### src/can_buf_pkg.sv
// shared widths, depths and field positions for the can message buffer block
package can_buf_pkg;
	localparam int ID_W       = 29;
	localparam int DLC_W      = 4;
	localparam int DATA_W     = 64;
	localparam int TAG_W      = 8;
	localparam int TIME_W     = 16;
	localparam int NUM_FLT    = 8;
	localparam int HIT_W      = 3;
	localparam int KEY_W      = ID_W + 16;
	localparam int TX_DEPTH   = 8;
	localparam int RX_DEPTH   = 8;
	localparam int HIST_DEPTH = 8;
	localparam int MAX_BYTES  = 8;
	// transmit word: {ide, id, dlc, data, tag}
	localparam int TX_W       = 1 + ID_W + DLC_W + DATA_W + TAG_W;
	// history word: {tag, time}
	localparam int HIST_W     = TAG_W + TIME_W;
	// receive word: {ide, hit, id, dlc, data, time}
	localparam int RX_W       = 1 + HIT_W + ID_W + DLC_W + DATA_W + TIME_W;
	// first read byte: ide flag and accepting filter index
	localparam int HDR_IDE_BIT = 7;
	localparam logic [TIME_W-1:0] TIME_RST = 16'h0000;
	localparam logic [DLC_W-1:0]  DLC_FULL = 4'h8;
endpackage : can_buf_pkg

### src/can_tx_rx_fifo_filter.sv
// transmit fifo, transmit history, acceptance filters and receive fifo of a can controller
//
// Behaviour
// - one-shot failure: no retry, message stays queued
// - transmit fifo holds eight complete messages
// - sending enabled by pin or control bit
// - enabled: send all queued messages back-to-back
// - enable or single-send moves next into buffer
// - halting finishes current message, sends no more
// - each success adds a history entry while the history fifo has room
// - history entry holds message tag and time
// - filter writes accepted only in initialization
// - reset leaves filters and masks untouched
// - filter enable off: store every valid frame
// - eight filters on id plus two bytes
// - mask one compares bit, zero ignores it
// - receive fifo holds eight accepted messages
// - sixteen-bit time tag attached after acknowledge
// - read with or without time tag
// - first byte: format flag and filter index
// - short frames read with zero-padded data bytes
// - without one-shot, failed message retried automatically while sending is enabled
`timescale 1ns/100ps
module can_tx_rx_fifo_filter
	import can_buf_pkg::*;
(
	input  wire logic                          clk_i,
	input  wire logic                          rst_i,
	input  wire logic                          link_clk_i,
	// control bits
	input  wire logic                          transmit_enable_ctl_i,
	input  wire logic                          transmit_enable_n_i,
	input  wire logic                          send_single_message_i,
	input  wire logic                          one_shot_mode_i,
	input  wire logic                          filter_bank_enable_i,
	input  wire logic                          init_mode_i,
	// transmit fifo loading
	input  wire logic                          tx_load_valid_i,
	input  wire logic                          tx_load_ide_i,
	input  wire logic [can_buf_pkg::ID_W-1:0]  tx_load_id_i,
	input  wire logic [can_buf_pkg::DLC_W-1:0] tx_load_dlc_i,
	input  wire logic [can_buf_pkg::DATA_W-1:0] tx_load_data_i,
	input  wire logic [can_buf_pkg::TAG_W-1:0] tx_load_tag_i,
	output logic                               tx_load_ready_o,
	input  wire logic                          tx_clear_i,
	// protocol engine, transmit side
	input  wire logic                          bus_idle_i,
	output logic                               tx_start_o,
	output logic                               tx_busy_o,
	output logic                               tx_held_o,
	output logic                               tx_ide_o,
	output logic [can_buf_pkg::ID_W-1:0]       tx_id_o,
	output logic [can_buf_pkg::DLC_W-1:0]      tx_dlc_o,
	output logic [can_buf_pkg::DATA_W-1:0]     tx_data_o,
	input  wire logic                          tx_ok_i,
	input  wire logic                          tx_lost_i,
	input  wire logic                          tx_err_i,
	// transmit history
	output logic                               hist_valid_o,
	output logic [can_buf_pkg::TAG_W-1:0]      hist_tag_o,
	output logic [can_buf_pkg::TIME_W-1:0]     hist_time_o,
	input  wire logic                          hist_ready_i,
	// filter and mask programming
	input  wire logic                          flt_wr_i,
	input  wire logic                          flt_is_mask_i,
	input  wire logic [can_buf_pkg::HIT_W-1:0] flt_sel_i,
	input  wire logic [can_buf_pkg::KEY_W-1:0] flt_data_i,
	// protocol engine, receive side
	input  wire logic                          rx_valid_i,
	input  wire logic                          rx_ide_i,
	input  wire logic [can_buf_pkg::ID_W-1:0]  rx_id_i,
	input  wire logic [can_buf_pkg::DLC_W-1:0] rx_dlc_i,
	input  wire logic [can_buf_pkg::DATA_W-1:0] rx_data_i,
	// received message read
	input  wire logic                          rx_read_time_i,
	output logic                               rx_out_valid_o,
	input  wire logic                          rx_out_ready_i,
	output logic [7:0]                         rx_out_hdr_o,
	output logic [can_buf_pkg::ID_W-1:0]       rx_out_id_o,
	output logic [can_buf_pkg::DLC_W-1:0]      rx_out_dlc_o,
	output logic [can_buf_pkg::DATA_W-1:0]     rx_out_data_o,
	output logic [can_buf_pkg::TIME_W-1:0]     rx_out_time_o,
	output logic                               rx_overflow_o
);
	import can_buf_pkg::*;

	typedef enum logic [1:0] {
		TX_IDLE,
		TX_WAIT,
		TX_SEND,
		TX_HOLD
	} tx_state_t;

	// ---------------- pin and link synchronisers ----------------
	logic link_meta;
	logic link_sync;
	logic link_prev;
	logic ten_meta;
	logic ten_sync;

	// link chain runs through reset, so a high link clock gives no false edge at release
	always_ff @(posedge clk_i) begin
		link_meta <= link_clk_i;
		link_sync <= link_meta;
		link_prev <= link_sync;
	end

	always_ff @(posedge clk_i) begin
		if (rst_i) begin
			ten_meta <= 1'b1;
			ten_sync <= 1'b1;
		end else begin
			ten_meta <= transmit_enable_n_i;
			ten_sync <= ten_meta;
		end
	end

	wire link_tick = link_sync && !link_prev;

	// free running time tag counter, one step per link clock rising edge
	logic [TIME_W-1:0] time_cnt;

	always_ff @(posedge clk_i) begin
		if (rst_i)
			time_cnt <= TIME_RST;
		else if (link_tick)
			time_cnt <= time_cnt + 1'b1;
	end

	// ---------------- transmit fifo ----------------
	logic            txf_ready;
	logic            txf_valid;
	logic [TX_W-1:0] txf_head;
	logic            txf_pop;

	msg_fifo #(
		.WIDTH (TX_W),
		.DEPTH (TX_DEPTH)
	) u_tx_fifo (
		.clk_i       (clk_i),
		.rst_i       (rst_i),
		.flush_i     (tx_clear_i),
		.in_valid_i  (tx_load_valid_i),
		.in_data_i   ({tx_load_ide_i, tx_load_id_i, tx_load_dlc_i, tx_load_data_i, tx_load_tag_i}),
		.in_ready_o  (txf_ready),
		.out_valid_o (txf_valid),
		.out_data_o  (txf_head),
		.out_ready_i (txf_pop)
	);

	assign tx_load_ready_o = txf_ready;

	// ---------------- transmit sequencer ----------------
	tx_state_t        tx_state;
	tx_state_t        next_tx_state;
	logic             single_pend;
	logic [TAG_W-1:0] cur_tag;

	// pin low acts as the enable bit
	wire pin_enable  = !ten_sync;
	wire send_enable = transmit_enable_ctl_i || pin_enable;
	// enable or a pending single send fetches the next message
	wire fetch       = txf_valid && (send_enable || single_pend);
	wire tx_fail     = tx_lost_i || tx_err_i;

	// the head stays in the fifo until success, so a one-shot failure leaves it queued
	assign txf_pop = (tx_state == TX_SEND) && tx_ok_i;

	always_comb begin
		next_tx_state = tx_state;
		case (tx_state)
			TX_IDLE: begin
				// queued messages go out one after another
				if (fetch)
					next_tx_state = TX_WAIT;
			end
			TX_WAIT: begin
				// a halt before start leaves the rest unsent
				if (!send_enable && !single_pend)
					next_tx_state = TX_IDLE;
				else if (bus_idle_i)
					next_tx_state = TX_SEND;
			end
			TX_SEND: begin
				// once started the frame is always completed
				if (tx_ok_i)
					next_tx_state = TX_IDLE;
				else if (tx_fail && one_shot_mode_i)
					next_tx_state = TX_HOLD;
				// retry on the next free bus while sending is enabled
				else if (tx_fail)
					next_tx_state = TX_WAIT;
			end
			TX_HOLD: begin
				next_tx_state = TX_HOLD;
			end
			default: begin
				next_tx_state = TX_IDLE;
			end
		endcase
	end

	wire start_now = (tx_state == TX_WAIT) && (next_tx_state == TX_SEND);

	always_ff @(posedge clk_i) begin
		if (rst_i) begin
			tx_state <= TX_IDLE;
		end else if (tx_clear_i && tx_state != TX_SEND) begin
			// reset aside, clearing the queue is the only way out of a held one-shot message
			tx_state <= TX_IDLE;
		end else begin
			tx_state <= next_tx_state;
		end
	end

	// single send request lasts until one frame has been started
	always_ff @(posedge clk_i) begin
		if (rst_i)
			single_pend <= 1'b0;
		else if (send_single_message_i)
			single_pend <= 1'b1;
		else if (start_now || tx_clear_i)
			single_pend <= 1'b0;
	end

	// transmit buffer, loaded from the fifo head on fetch
	always_ff @(posedge clk_i) begin
		if (rst_i) begin
			tx_ide_o  <= 1'b0;
			tx_id_o   <= '0;
			tx_dlc_o  <= '0;
			tx_data_o <= '0;
			cur_tag   <= '0;
		end else if (tx_state == TX_IDLE && fetch) begin
			{tx_ide_o, tx_id_o, tx_dlc_o, tx_data_o, cur_tag} <= txf_head;
		end
	end

	always_ff @(posedge clk_i) begin
		if (rst_i) begin
			tx_start_o <= 1'b0;
			tx_busy_o  <= 1'b0;
			tx_held_o  <= 1'b0;
		end else begin
			tx_start_o <= start_now;
			tx_busy_o  <= (next_tx_state == TX_SEND);
			tx_held_o  <= (next_tx_state == TX_HOLD) && !tx_clear_i;
		end
	end

	// ---------------- transmit history ----------------
	// each success pushes one entry
	wire hist_push = txf_pop;

	// entry pairs the message tag with the time tag
	msg_fifo #(
		.WIDTH (HIST_W),
		.DEPTH (HIST_DEPTH)
	) u_hist_fifo (
		.clk_i       (clk_i),
		.rst_i       (rst_i),
		.flush_i     (1'b0),
		.in_valid_i  (hist_push),
		.in_data_i   ({cur_tag, time_cnt}),
		.in_ready_o  (),
		.out_valid_o (hist_valid_o),
		.out_data_o  ({hist_tag_o, hist_time_o}),
		.out_ready_i (hist_ready_i)
	);

	// ---------------- acceptance filters ----------------
	// no reset term, contents survive a device reset
	logic [KEY_W-1:0] flt_val  [NUM_FLT];
	logic [KEY_W-1:0] flt_mask [NUM_FLT];

	// writes only land in initialization mode
	wire flt_we = flt_wr_i && init_mode_i;

	always_ff @(posedge clk_i) begin
		if (flt_we && !flt_is_mask_i)
			flt_val[flt_sel_i] <= flt_data_i;
		if (flt_we && flt_is_mask_i)
			flt_mask[flt_sel_i] <= flt_data_i;
	end

	// key is the identifier plus the first two data bytes
	wire [KEY_W-1:0] rx_key = {rx_id_i, rx_data_i[DATA_W-1 -: 16]};
	wire [NUM_FLT-1:0] hit;

	genvar g;
	generate
		for (g = 0; g < NUM_FLT; g = g + 1) begin : g_flt
			assign hit[g] = ((rx_key ^ flt_val[g]) & flt_mask[g]) == '0;
		end
	endgenerate

	// lowest numbered matching filter is reported
	logic [HIT_W-1:0] hit_idx;

	always_comb begin
		hit_idx = '0;
		for (int i = NUM_FLT - 1; i >= 0; i--) begin
			if (hit[i])
				hit_idx = HIT_W'(i);
		end
	end

	// filtering off stores every valid frame
	// filtering on drops frames no filter matches
	wire accept = !filter_bank_enable_i || (|hit);

	// bytes beyond the length code are forced to zero
	logic [DATA_W-1:0] data_pad;

	always_comb begin
		data_pad = '0;
		for (int b = 0; b < MAX_BYTES; b++) begin
			if (b < int'(rx_dlc_i))
				data_pad[DATA_W-1-8*b -: 8] = rx_data_i[DATA_W-1-8*b -: 8];
		end
	end

	wire [DLC_W-1:0] rx_dlc_lim = (rx_dlc_i > DLC_FULL) ? DLC_FULL : rx_dlc_i;

	// ---------------- receive fifo ----------------
	logic            rxf_valid;
	logic [RX_W-1:0] rxf_head;
	logic [3:0]      rx_unread;
	wire             rx_room = rx_unread < 4'(RX_DEPTH);
	wire             rx_push = rx_valid_i && accept;
	wire             rx_take = rx_push && rx_room;
	wire             rx_pop  = rx_out_valid_o && rx_out_ready_i;
	wire             rxo_load = rxf_valid && (!rx_out_valid_o || rx_out_ready_i);

	// read stage counts toward depth, so eight unread frames fill the store
	always_ff @(posedge clk_i) begin
		if (rst_i)
			rx_unread <= '0;
		else
			rx_unread <= rx_unread + 4'(rx_take) - 4'(rx_pop);
	end

	// time tag captured as the valid frame arrives
	msg_fifo #(
		.WIDTH (RX_W),
		.DEPTH (RX_DEPTH)
	) u_rx_fifo (
		.clk_i       (clk_i),
		.rst_i       (rst_i),
		.flush_i     (1'b0),
		.in_valid_i  (rx_take),
		.in_data_i   ({rx_ide_i, hit_idx, rx_id_i, rx_dlc_lim, data_pad, time_cnt}),
		.in_ready_o  (),
		.out_valid_o (rxf_valid),
		.out_data_o  (rxf_head),
		.out_ready_i (rxo_load)
	);

	// read stage: header byte and optional time tag formed here
	wire             h_ide = rxf_head[RX_W-1];
	wire [HIT_W-1:0] h_hit = rxf_head[RX_W-2 -: HIT_W];

	always_ff @(posedge clk_i) begin
		if (rst_i) begin
			rx_out_valid_o <= 1'b0;
			rx_out_hdr_o   <= '0;
			rx_out_id_o    <= '0;
			rx_out_dlc_o   <= '0;
			rx_out_data_o  <= '0;
			rx_out_time_o  <= '0;
		end else if (rxo_load) begin
			rx_out_valid_o <= 1'b1;
			// format flag on top, filter index in the low bits
			rx_out_hdr_o   <= {h_ide, {(HDR_IDE_BIT-HIT_W){1'b0}}, h_hit};
			{rx_out_id_o, rx_out_dlc_o, rx_out_data_o} <= rxf_head[TIME_W +: ID_W+DLC_W+DATA_W];
			// time tag given only for the timed read
			rx_out_time_o  <= rx_read_time_i ? rxf_head[TIME_W-1:0] : '0;
		end else if (rx_out_ready_i) begin
			rx_out_valid_o <= 1'b0;
		end
	end

	// sticky: a frame arrived with no room and was lost
	always_ff @(posedge clk_i) begin
		if (rst_i)
			rx_overflow_o <= 1'b0;
		else if (rx_push && !rx_room)
			rx_overflow_o <= 1'b1;
	end
endmodule : can_tx_rx_fifo_filter

### src/msg_fifo.sv
// generic message fifo with registered head and registered space flag
`timescale 1ns/100ps
module msg_fifo #(
	parameter int WIDTH = 8,
	parameter int DEPTH = 8
) (
	input  wire logic             clk_i,
	input  wire logic             rst_i,
	input  wire logic             flush_i,
	input  wire logic             in_valid_i,
	input  wire logic [WIDTH-1:0] in_data_i,
	output logic                  in_ready_o,
	output logic                  out_valid_o,
	output logic      [WIDTH-1:0] out_data_o,
	input  wire logic             out_ready_i
);
	localparam int AW = $clog2(DEPTH);

	logic [WIDTH-1:0] mem [DEPTH];
	logic [AW-1:0]    wr_ptr;
	logic [AW-1:0]    rd_ptr;
	logic [AW:0]      cnt;
	logic [AW:0]      next_cnt;
	logic             next_out_valid;
	wire              push = in_valid_i && in_ready_o;
	// head register counts toward depth, so total capacity is exactly DEPTH
	wire              load = (cnt != '0) && (!out_valid_o || out_ready_i);

	assign next_cnt       = cnt + (AW+1)'(push) - (AW+1)'(load);
	assign next_out_valid = load ? 1'b1 : (out_ready_i ? 1'b0 : out_valid_o);

	always_ff @(posedge clk_i) begin
		if (push)
			mem[wr_ptr] <= in_data_i;
	end

	always_ff @(posedge clk_i) begin
		if (rst_i || flush_i) begin
			wr_ptr      <= '0;
			rd_ptr      <= '0;
			cnt         <= '0;
			out_valid_o <= 1'b0;
			out_data_o  <= '0;
			in_ready_o  <= 1'b1;
		end else begin
			wr_ptr      <= push ? wr_ptr + 1'b1 : wr_ptr;
			rd_ptr      <= load ? rd_ptr + 1'b1 : rd_ptr;
			cnt         <= next_cnt;
			out_valid_o <= next_out_valid;
			if (load)
				out_data_o <= mem[rd_ptr];
			in_ready_o  <= (int'(next_cnt) + int'(next_out_valid)) < DEPTH;
		end
	end
endmodule : msg_fifo

### config.mk
export PLATFORM = sky130hd
export DESIGN_NAME = can_tx_rx_fifo_filter
export DESIGN_NICKNAME = d
export VERILOG_FILES = /design/src/can_buf_pkg.sv /design/src/can_tx_rx_fifo_filter.sv /design/src/msg_fifo.sv
export SDC_FILE = /design/constraint.sdc
export NUM_CORES = 2
export LEC_CHECK = 0
export ABC_CLOCK_PERIOD_IN_PS = 53000
export BUFFER_PORTS_ARGS = -buffer_cell sky130_fd_sc_hd__buf_2
export CORE_UTILIZATION = 44
export CTS_BUF_LIST = sky130_fd_sc_hd__clkbuf_8 sky130_fd_sc_hd__clkbuf_16
export CTS_CLUSTER_DIAMETER = 50
export CTS_CLUSTER_SIZE = 30
export DETAILED_ROUTE_END_ITERATION = 7
export GPL_ROUTABILITY_DRIVEN = 0
export PLACE_DENSITY = 0.58
export SYNTH_ARGS = -nofsm -noshare
export SYNTH_HDL_FRONTEND = slang
export SYNTH_SLANG_ARGS = --single-unit
### constraint.sdc
create_clock -name clk_i -period 53 [get_ports clk_i]
set_clock_uncertainty 0.05 [all_clocks]
set_input_delay 10.6 -clock clk_i [delete_from_list [all_inputs] [get_ports clk_i]]
set_output_delay 10.6 -clock clk_i [all_outputs]
set_load 0.02 [all_outputs]
== Yosys cells after proc, flatten, opt, wreduce, memory -nomap -nowiden ==
Memories as Yosys holds them, arrays and structs flattened. A register that Yosys moved wholly into a read port is not among the register bits.
Index checks and enable logic that the tools add are counted.

* Add/subtract/negate cells: 18
* Order comparisons: 13
* Eq/ne operators: 6
* Muxes and demuxes: 45
* Bitwise gates (word level): 16
* Reduce and logical (&&, ||, !) cells: 61

{| class="wikitable"
|+ Operators with widths
! cell !! number
|-
| AND 45 bit || 8
|-
| logical NOT 45 bit || 8
|-
| bitwise XOR 45 bit || 8
|-
| less-than comparator 32 x 5 -> 1 bit, second input constant || 3
|-
| 2-to-1 mux 8 bit || 8
|-
| 2-to-1 mux 3 bit || 8
|-
| logical AND 1 bit || 23
|-
| 2-to-1 mux 1 bit || 20
|-
| adder 3 x 1 -> 3 bit, second input constant || 6
|-
| adder 16 x 1 -> 16 bit, second input constant || 1
|-
| adder 4 x 1 -> 4 bit || 4
|-
| less-than comparator 3 x 4 -> 1 bit, first input constant || 4
|-
| 2-to-1 mux 16 bit || 1
|-
| subtractor 4 x 1 -> 4 bit || 4
|-
| adder 4 x 1 -> 5 bit || 3
|-
| logical NOT 1 bit || 12
|-
| 2-to-1 mux 2 bit || 6
|-
| nonzero test 4 bit || 3
|-
| logical OR 1 bit || 10
|-
| equality test 2 bit, second input constant || 4
|-
| less-than comparator 1 x 4 -> 1 bit, first input constant || 2
|-
| less-than comparator 2 x 4 -> 1 bit, first input constant || 2
|-
| one-hot mux 2 bit (4 select lines) || 1
|-
| OR reduction 8 bit || 1
|-
| 8 further kinds || 9
|}

* Register bits after elaboration: 292
* Bits in writable memories: 2696
* Input bits: 273
* Logic and storage cells: 203
* Memories: 5

{| class="wikitable"
|+ Memory list
! name !! words !! bits a word !! rd ports !! clocked after Yosys merged registers in !! write ports !! RTL line !! source
|-
| u_rx_fifo.mem || 8 || 117 || 1 || 1 || 1 || msg_fifo.sv:19 || <nowiki>logic [WIDTH-1:0] mem [DEPTH];</nowiki>
|-
| u_tx_fifo.mem || 8 || 106 || 1 || 1 || 1 || msg_fifo.sv:19 ||
|-
| flt_mask || 8 || 45 || 8 || 0 || 1 || can_tx_rx_fifo_filter.sv:274 || <nowiki>logic [KEY_W-1:0] flt_mask [NUM_FLT];</nowiki>
|-
| flt_val || 8 || 45 || 8 || 0 || 1 || can_tx_rx_fifo_filter.sv:273 || <nowiki>logic [KEY_W-1:0] flt_val [NUM_FLT];</nowiki>
|-
| u_hist_fifo.mem || 8 || 24 || 1 || 1 || 1 || msg_fifo.sv:19 ||
|}

== Depth between registers and ports, before layout ==
An unclocked memory read counts as a cell.

* Depth after elaboration: 13
* Depth in mapped cells: 16
* Gate-level depth less buffers: 15

== Modules after synthesis ==
From an unflattened synthesis, not the netlist that was laid out.

* Cells, all modules: 7044
* Area total of the unflattened synthesis: 120187.8 µm²

{| class="wikitable"
|+ Modules (own cells, without submodules)
! module !! times used !! cells an instance !! area each (µm²) !! sequential area each (µm²)
|-
| msg_fifo at u_rx_fifo || 1 || 2079 || 39268.9 || 30689.4
|-
| can_tx_rx_fifo_filter || 1 || 2586 || 36576.3 || 26745.7
|-
| msg_fifo at u_tx_fifo || 1 || 1891 || 35695.5 || 27826.7
|-
| msg_fifo at u_hist_fifo || 1 || 488 || 8647.0 || 6486.2
|}

== Worst setup path after synthesis ==
Ideal clock, no wire load.

* Path type: input port to flip-flop
* From: in rx_data_i[60] (netlist name)
* To: mem u_rx_fifo.mem[0][0] (netlist name) (enable)
* Library setup time: 0.880 ns
* Arrival time: 23.312 ns
* Path slack: 28.759 ns
* Stages: 10
* Cell sequence: buf_2 xor2_1 a22o_1 a221oi_2 nand4_1 or4_4 nand4_2 nor3_2 nand3b_4 nor4_1

* Longest elaborated chain between the ends: 10

{| class="wikitable"
|+ RTL lines
! what !! RTL line !! source
|-
| from (decl) || can_tx_rx_fifo_filter.sv:73 || <nowiki>input wire logic [can_buf_pkg::DATA_W-1:0] rx_data_i,</nowiki>
|-
| bitwise XOR 45 bit || can_tx_rx_fifo_filter.sv:293 || <nowiki>assign hit[g] = ((rx_key ^ flt_val[g]) & flt_mask[g]) == '0;</nowiki>
|-
| AND 45 bit || can_tx_rx_fifo_filter.sv:293 ||
|-
| logical NOT 45 bit || can_tx_rx_fifo_filter.sv:293 ||
|-
| OR reduction 8 bit * || can_tx_rx_fifo_filter.sv:310 || <nowiki>wire accept = !filter_bank_enable_i || (|hit);</nowiki>
|-
| logical OR 1 bit * || can_tx_rx_fifo_filter.sv:310 ||
|-
| logical AND 1 bit * || can_tx_rx_fifo_filter.sv:330 || <nowiki>wire rx_push = rx_valid_i && accept;</nowiki>
|-
| logical AND 1 bit * || can_tx_rx_fifo_filter.sv:331 || <nowiki>wire rx_take = rx_push && rx_room;</nowiki>
|-
| logical AND 1 bit * || msg_fifo.sv:25 || <nowiki>wire push = in_valid_i && in_ready_o;</nowiki>
|-
| 2-to-1 mux 1 bit * || msg_fifo.sv:33 || <nowiki>if (push)</nowiki>
|-
| 2-to-1 mux 1 bit (implied by the code) * || msg_fifo.sv:34 || <nowiki>mem[wr_ptr] <= in_data_i;</nowiki>
|-
| to (decl) || msg_fifo.sv:19 ||
|}

Mark *: on every way between the ends. The rest lies on a longest branch, timed or not.

== Final worst setup path ==
* From: in rx_id_i[3] (netlist name)
* To: mem u_rx_fifo.mem[1][28] (netlist name) (enable)

* Longest elaborated chain between the ends: 10

{| class="wikitable"
|+ RTL lines
! what !! RTL line !! source
|-
| from (decl) || can_tx_rx_fifo_filter.sv:71 || <nowiki>input wire logic [can_buf_pkg::ID_W-1:0] rx_id_i,</nowiki>
|-
| bitwise XOR 45 bit || can_tx_rx_fifo_filter.sv:293 ||
|-
| AND 45 bit || can_tx_rx_fifo_filter.sv:293 ||
|-
| logical NOT 45 bit || can_tx_rx_fifo_filter.sv:293 ||
|-
| OR reduction 8 bit * || can_tx_rx_fifo_filter.sv:310 ||
|-
| logical OR 1 bit * || can_tx_rx_fifo_filter.sv:310 ||
|-
| logical AND 1 bit * || can_tx_rx_fifo_filter.sv:330 ||
|-
| logical AND 1 bit * || can_tx_rx_fifo_filter.sv:331 ||
|-
| logical AND 1 bit * || msg_fifo.sv:25 ||
|-
| 2-to-1 mux 1 bit * || msg_fifo.sv:33 ||
|-
| 2-to-1 mux 1 bit (implied by the code) * || msg_fifo.sv:34 ||
|}

Marks and branches as above.

==> results.cfg <==
[outcome]
status = completed

[route]
dr.pass1.iters = 5
detail_route.wl_per_cell_um = 27.0
routed_wl_um = 296000
route.detailed.drc = 0
drt-initial-drc-count = 4659
ant_nets = 0
via_per_inst = 5.54
vias = 60700

[setup_path]
crit_start = rx_id_i[3]
r2r_start = flt_val[3][20]
critical_path_class = in2reg
crit_fanout = 53
required_ns = 53.46
start_kind = input pin
worst_ep_arrival_time_ns = 15.04
cp-end-kind = register

[grt]
overflow = 0
grt_pass1_vias = 61300
grt_max_degree = 192
antenna_found_initial = 68
grt_pass1_wl_um = 428000
grtUsageTotal_pct = 21.4

[clock_tree]
cts.sinks = 3235
clk_pin_slew_worst_paths_ns = 0.06
cts_hold_buf = 0
numCtsBuffers = 324
cts_resized = 0
cts_max_path_buffers = 4
worst_skew_pair.late_latency_ns = 0.92
cts_setup_buffers = 0
cts_tree = yes
h-tree-depth = 5
cts-root-buf = clkbuf_16

[yosys]
synth_top_family_by_area = multiplexers
synth_fa_ha_area_share_pct = 0.338
ys_top_cells_by_area = edfxtp_1, mux4_2, dfxtp_1
synth_edf_count = 2696
syn_avg_cell_area_um2 = 18.5
synth.most_common_cell = edfxtp_1
syn_inst = 6481
synth_compound_area_share_pct = 3.98
yosysWarnings = 0
ys.flop_type = edfxtp_1
synth_top_area_share_pct = 67.4
synthArstFlopShare_pct = 0
yosysTopAreaCell = edfxtp_1
seq_area_frac_synth_pct = 76.4
yosys.area_share.simple_pct = 3.63
ys_ff_latch = 3235
synthXorXnorAreaFrac_pct = 2.87
synth_mux_area_share_pct = 11.4
synth_cell_types = 57
syn_area_um2 = 120000
synth_common_cells = edfxtp_1, dfxtp_1, mux4_2

[sta]
slew_headroom_pct = 13.1
setup_violations = 0
maxSlewViolCount = 0
rsz0062_at_grt = false
fmax_mhz = 68.6
finalSetupTns_ns = 0
fin_crit_sh_pct = 27.5
worstMarginPinSlew_ns = 1.30
final_hold_viol_count = 0
period_needed_ns = 14.58

[pwr]
power_mw = 6.36
p_per_area_nw_per_um2 = 46.0
peakVddDrop_uv = 35.1
leakage_nw = 45.3

[layout]
stdcell_area_um2 = 138000
stdcell_count = 11000
finalNetCount = 7387
drive_gt1_share_pct = 24.4
nFillCells = 22000
area_growth_pct = 15.2

[die]
core_um2 = 271000
die_area_um2 = 275000
io-pin-count = 523
rows = 191
start_util_pct = 44.3
die_w_um = 524
die_h_um = 524

[placement]
dpl.cell_count = 10300
portBuffers = 518
postPlaceCellArea_um2 = 127000
dpl.hpwl_um = 174000

[run]
cap_violations = 0

[worst_hold_path]
holdCritPathClass = reg2reg
min_from = link_meta
## state kept, by name (all words and copies together), names as in the netlist, 64 cells and up
| register | cells |
|---|---|
| rx_out_data_o | 64 |
| u_tx_fifo.mem | 848 |
| flt_mask | 360 |
| tx_data_o | 64 |
| u_hist_fifo.mem | 192 |
| u_rx_fifo.out_data_o | 117 |
| u_tx_fifo.out_data_o | 106 |
| flt_val | 360 |
| u_rx_fifo.mem | 936 |
## critical path, stage by stage
cell and delay, ns:
buf_2 0.47, xor2_1 0.14, a22o_1 0.25, a221oi_1 0.43
nand4_1 0.27, or4_4 0.49, nand4_2 0.24, nor3_2 0.10
nand3b_4 0.29, nor4b_4 0.27, buf_4 0.56, buf_4 0.83
## layout make-up
cell class | count | area (µm²) | share of cell area, %
Timing Repair Buffer | 632 | 3510 | 2.54
Sequential cell | 3235 | 91800 | 66.3
Antenna cell | 25 | 62.6 | 0.0452
Clock buffer | 339 | 8430 | 6.09
Multi-Input combinational cell | 2859 | 27000 | 19.5
Tap cell | 3570 | 4470 | 3.23
Clock inverter | 260 | 2970 | 2.15
Inverter | 32 | 121 | 0.0877
## metal layers
| metal | vias to the layer above | routed length [µm] | GRT usage [%] |
|---|---|---|---|
| met5 | - | 152 | 0 |
| met4 | 24 | 8890 | 6.91 |
| met3 | 491 | 15000 | 2.78 |
| met2 | 1656 | 144000 | 35.3 |
| li1 | 26700 | - | - |
| met1 | 31800 | 128000 | 29.7 |
## cells in the final DEF (no fill, tap or decap), types with 58 or more instances in the layout
master,synthesis,layout
mux4_2,494,494
a21oi_1,241,238
dfxtp_1,539,531
nor2b_1,66,65
nor2_1,325,304
edfxtp_1,2696,2696
inv_6,0,58
a211oi_1,248,247
mux2i_1,252,252
clkbuf_16,0,334
a22oi_1,72,72
nand2_1,465,465
xor2_1,376,376
buf_2,45,517
buf_4,9,110
## power by group
group	total (mW)	switching (mW)	leakage, nW	internal (mW)
Sequential	2.97	0.0830	29.0	2.89
Combinational	0.997	0.599	10.7	0.397
Clock	2.39	1.10	5.61	1.29
## logic make-up (layout without fill, tap and decap cells)
family                   after synthesis  after routing
adder cells (fa/ha/maj)               30             30
buffers and inverters                390           1263
other                                  1             29
flip-flops                          3235           3235
XOR/XNOR                             393            393
multiplexers                         747            747
AO/OA/AOI/OAI                        682            682
AND/OR/NAND/NOR                     1003           1003
## path summary, 6_finish.rpt
| check | endpoint | slack (ns) | depth (start not counted) |
|---|---|---|---|
| max | u_rx_fifo.mem[1][28] | 38.42 | 12 |
| min | link_sync | 0.29 | 0 |
| max reg2reg | u_rx_fifo.mem[1][28] | 48.22 | 11 |
| min reg2reg | link_sync | 0.29 | 0 |
## per-stage QoR
step	hold WS, ns	util (%)	setup slack [ns]
global placement	0.274	46.8	37.50
global route	0.298	51.0	38.18
detailed placement	0.279	46.8	37.45
floorplan	0.260	-	28.76
finish	0.290	51.0	38.42
CTS	0.294	51.0	38.41
Note: power is estimated with default switching activity, not from simulation.
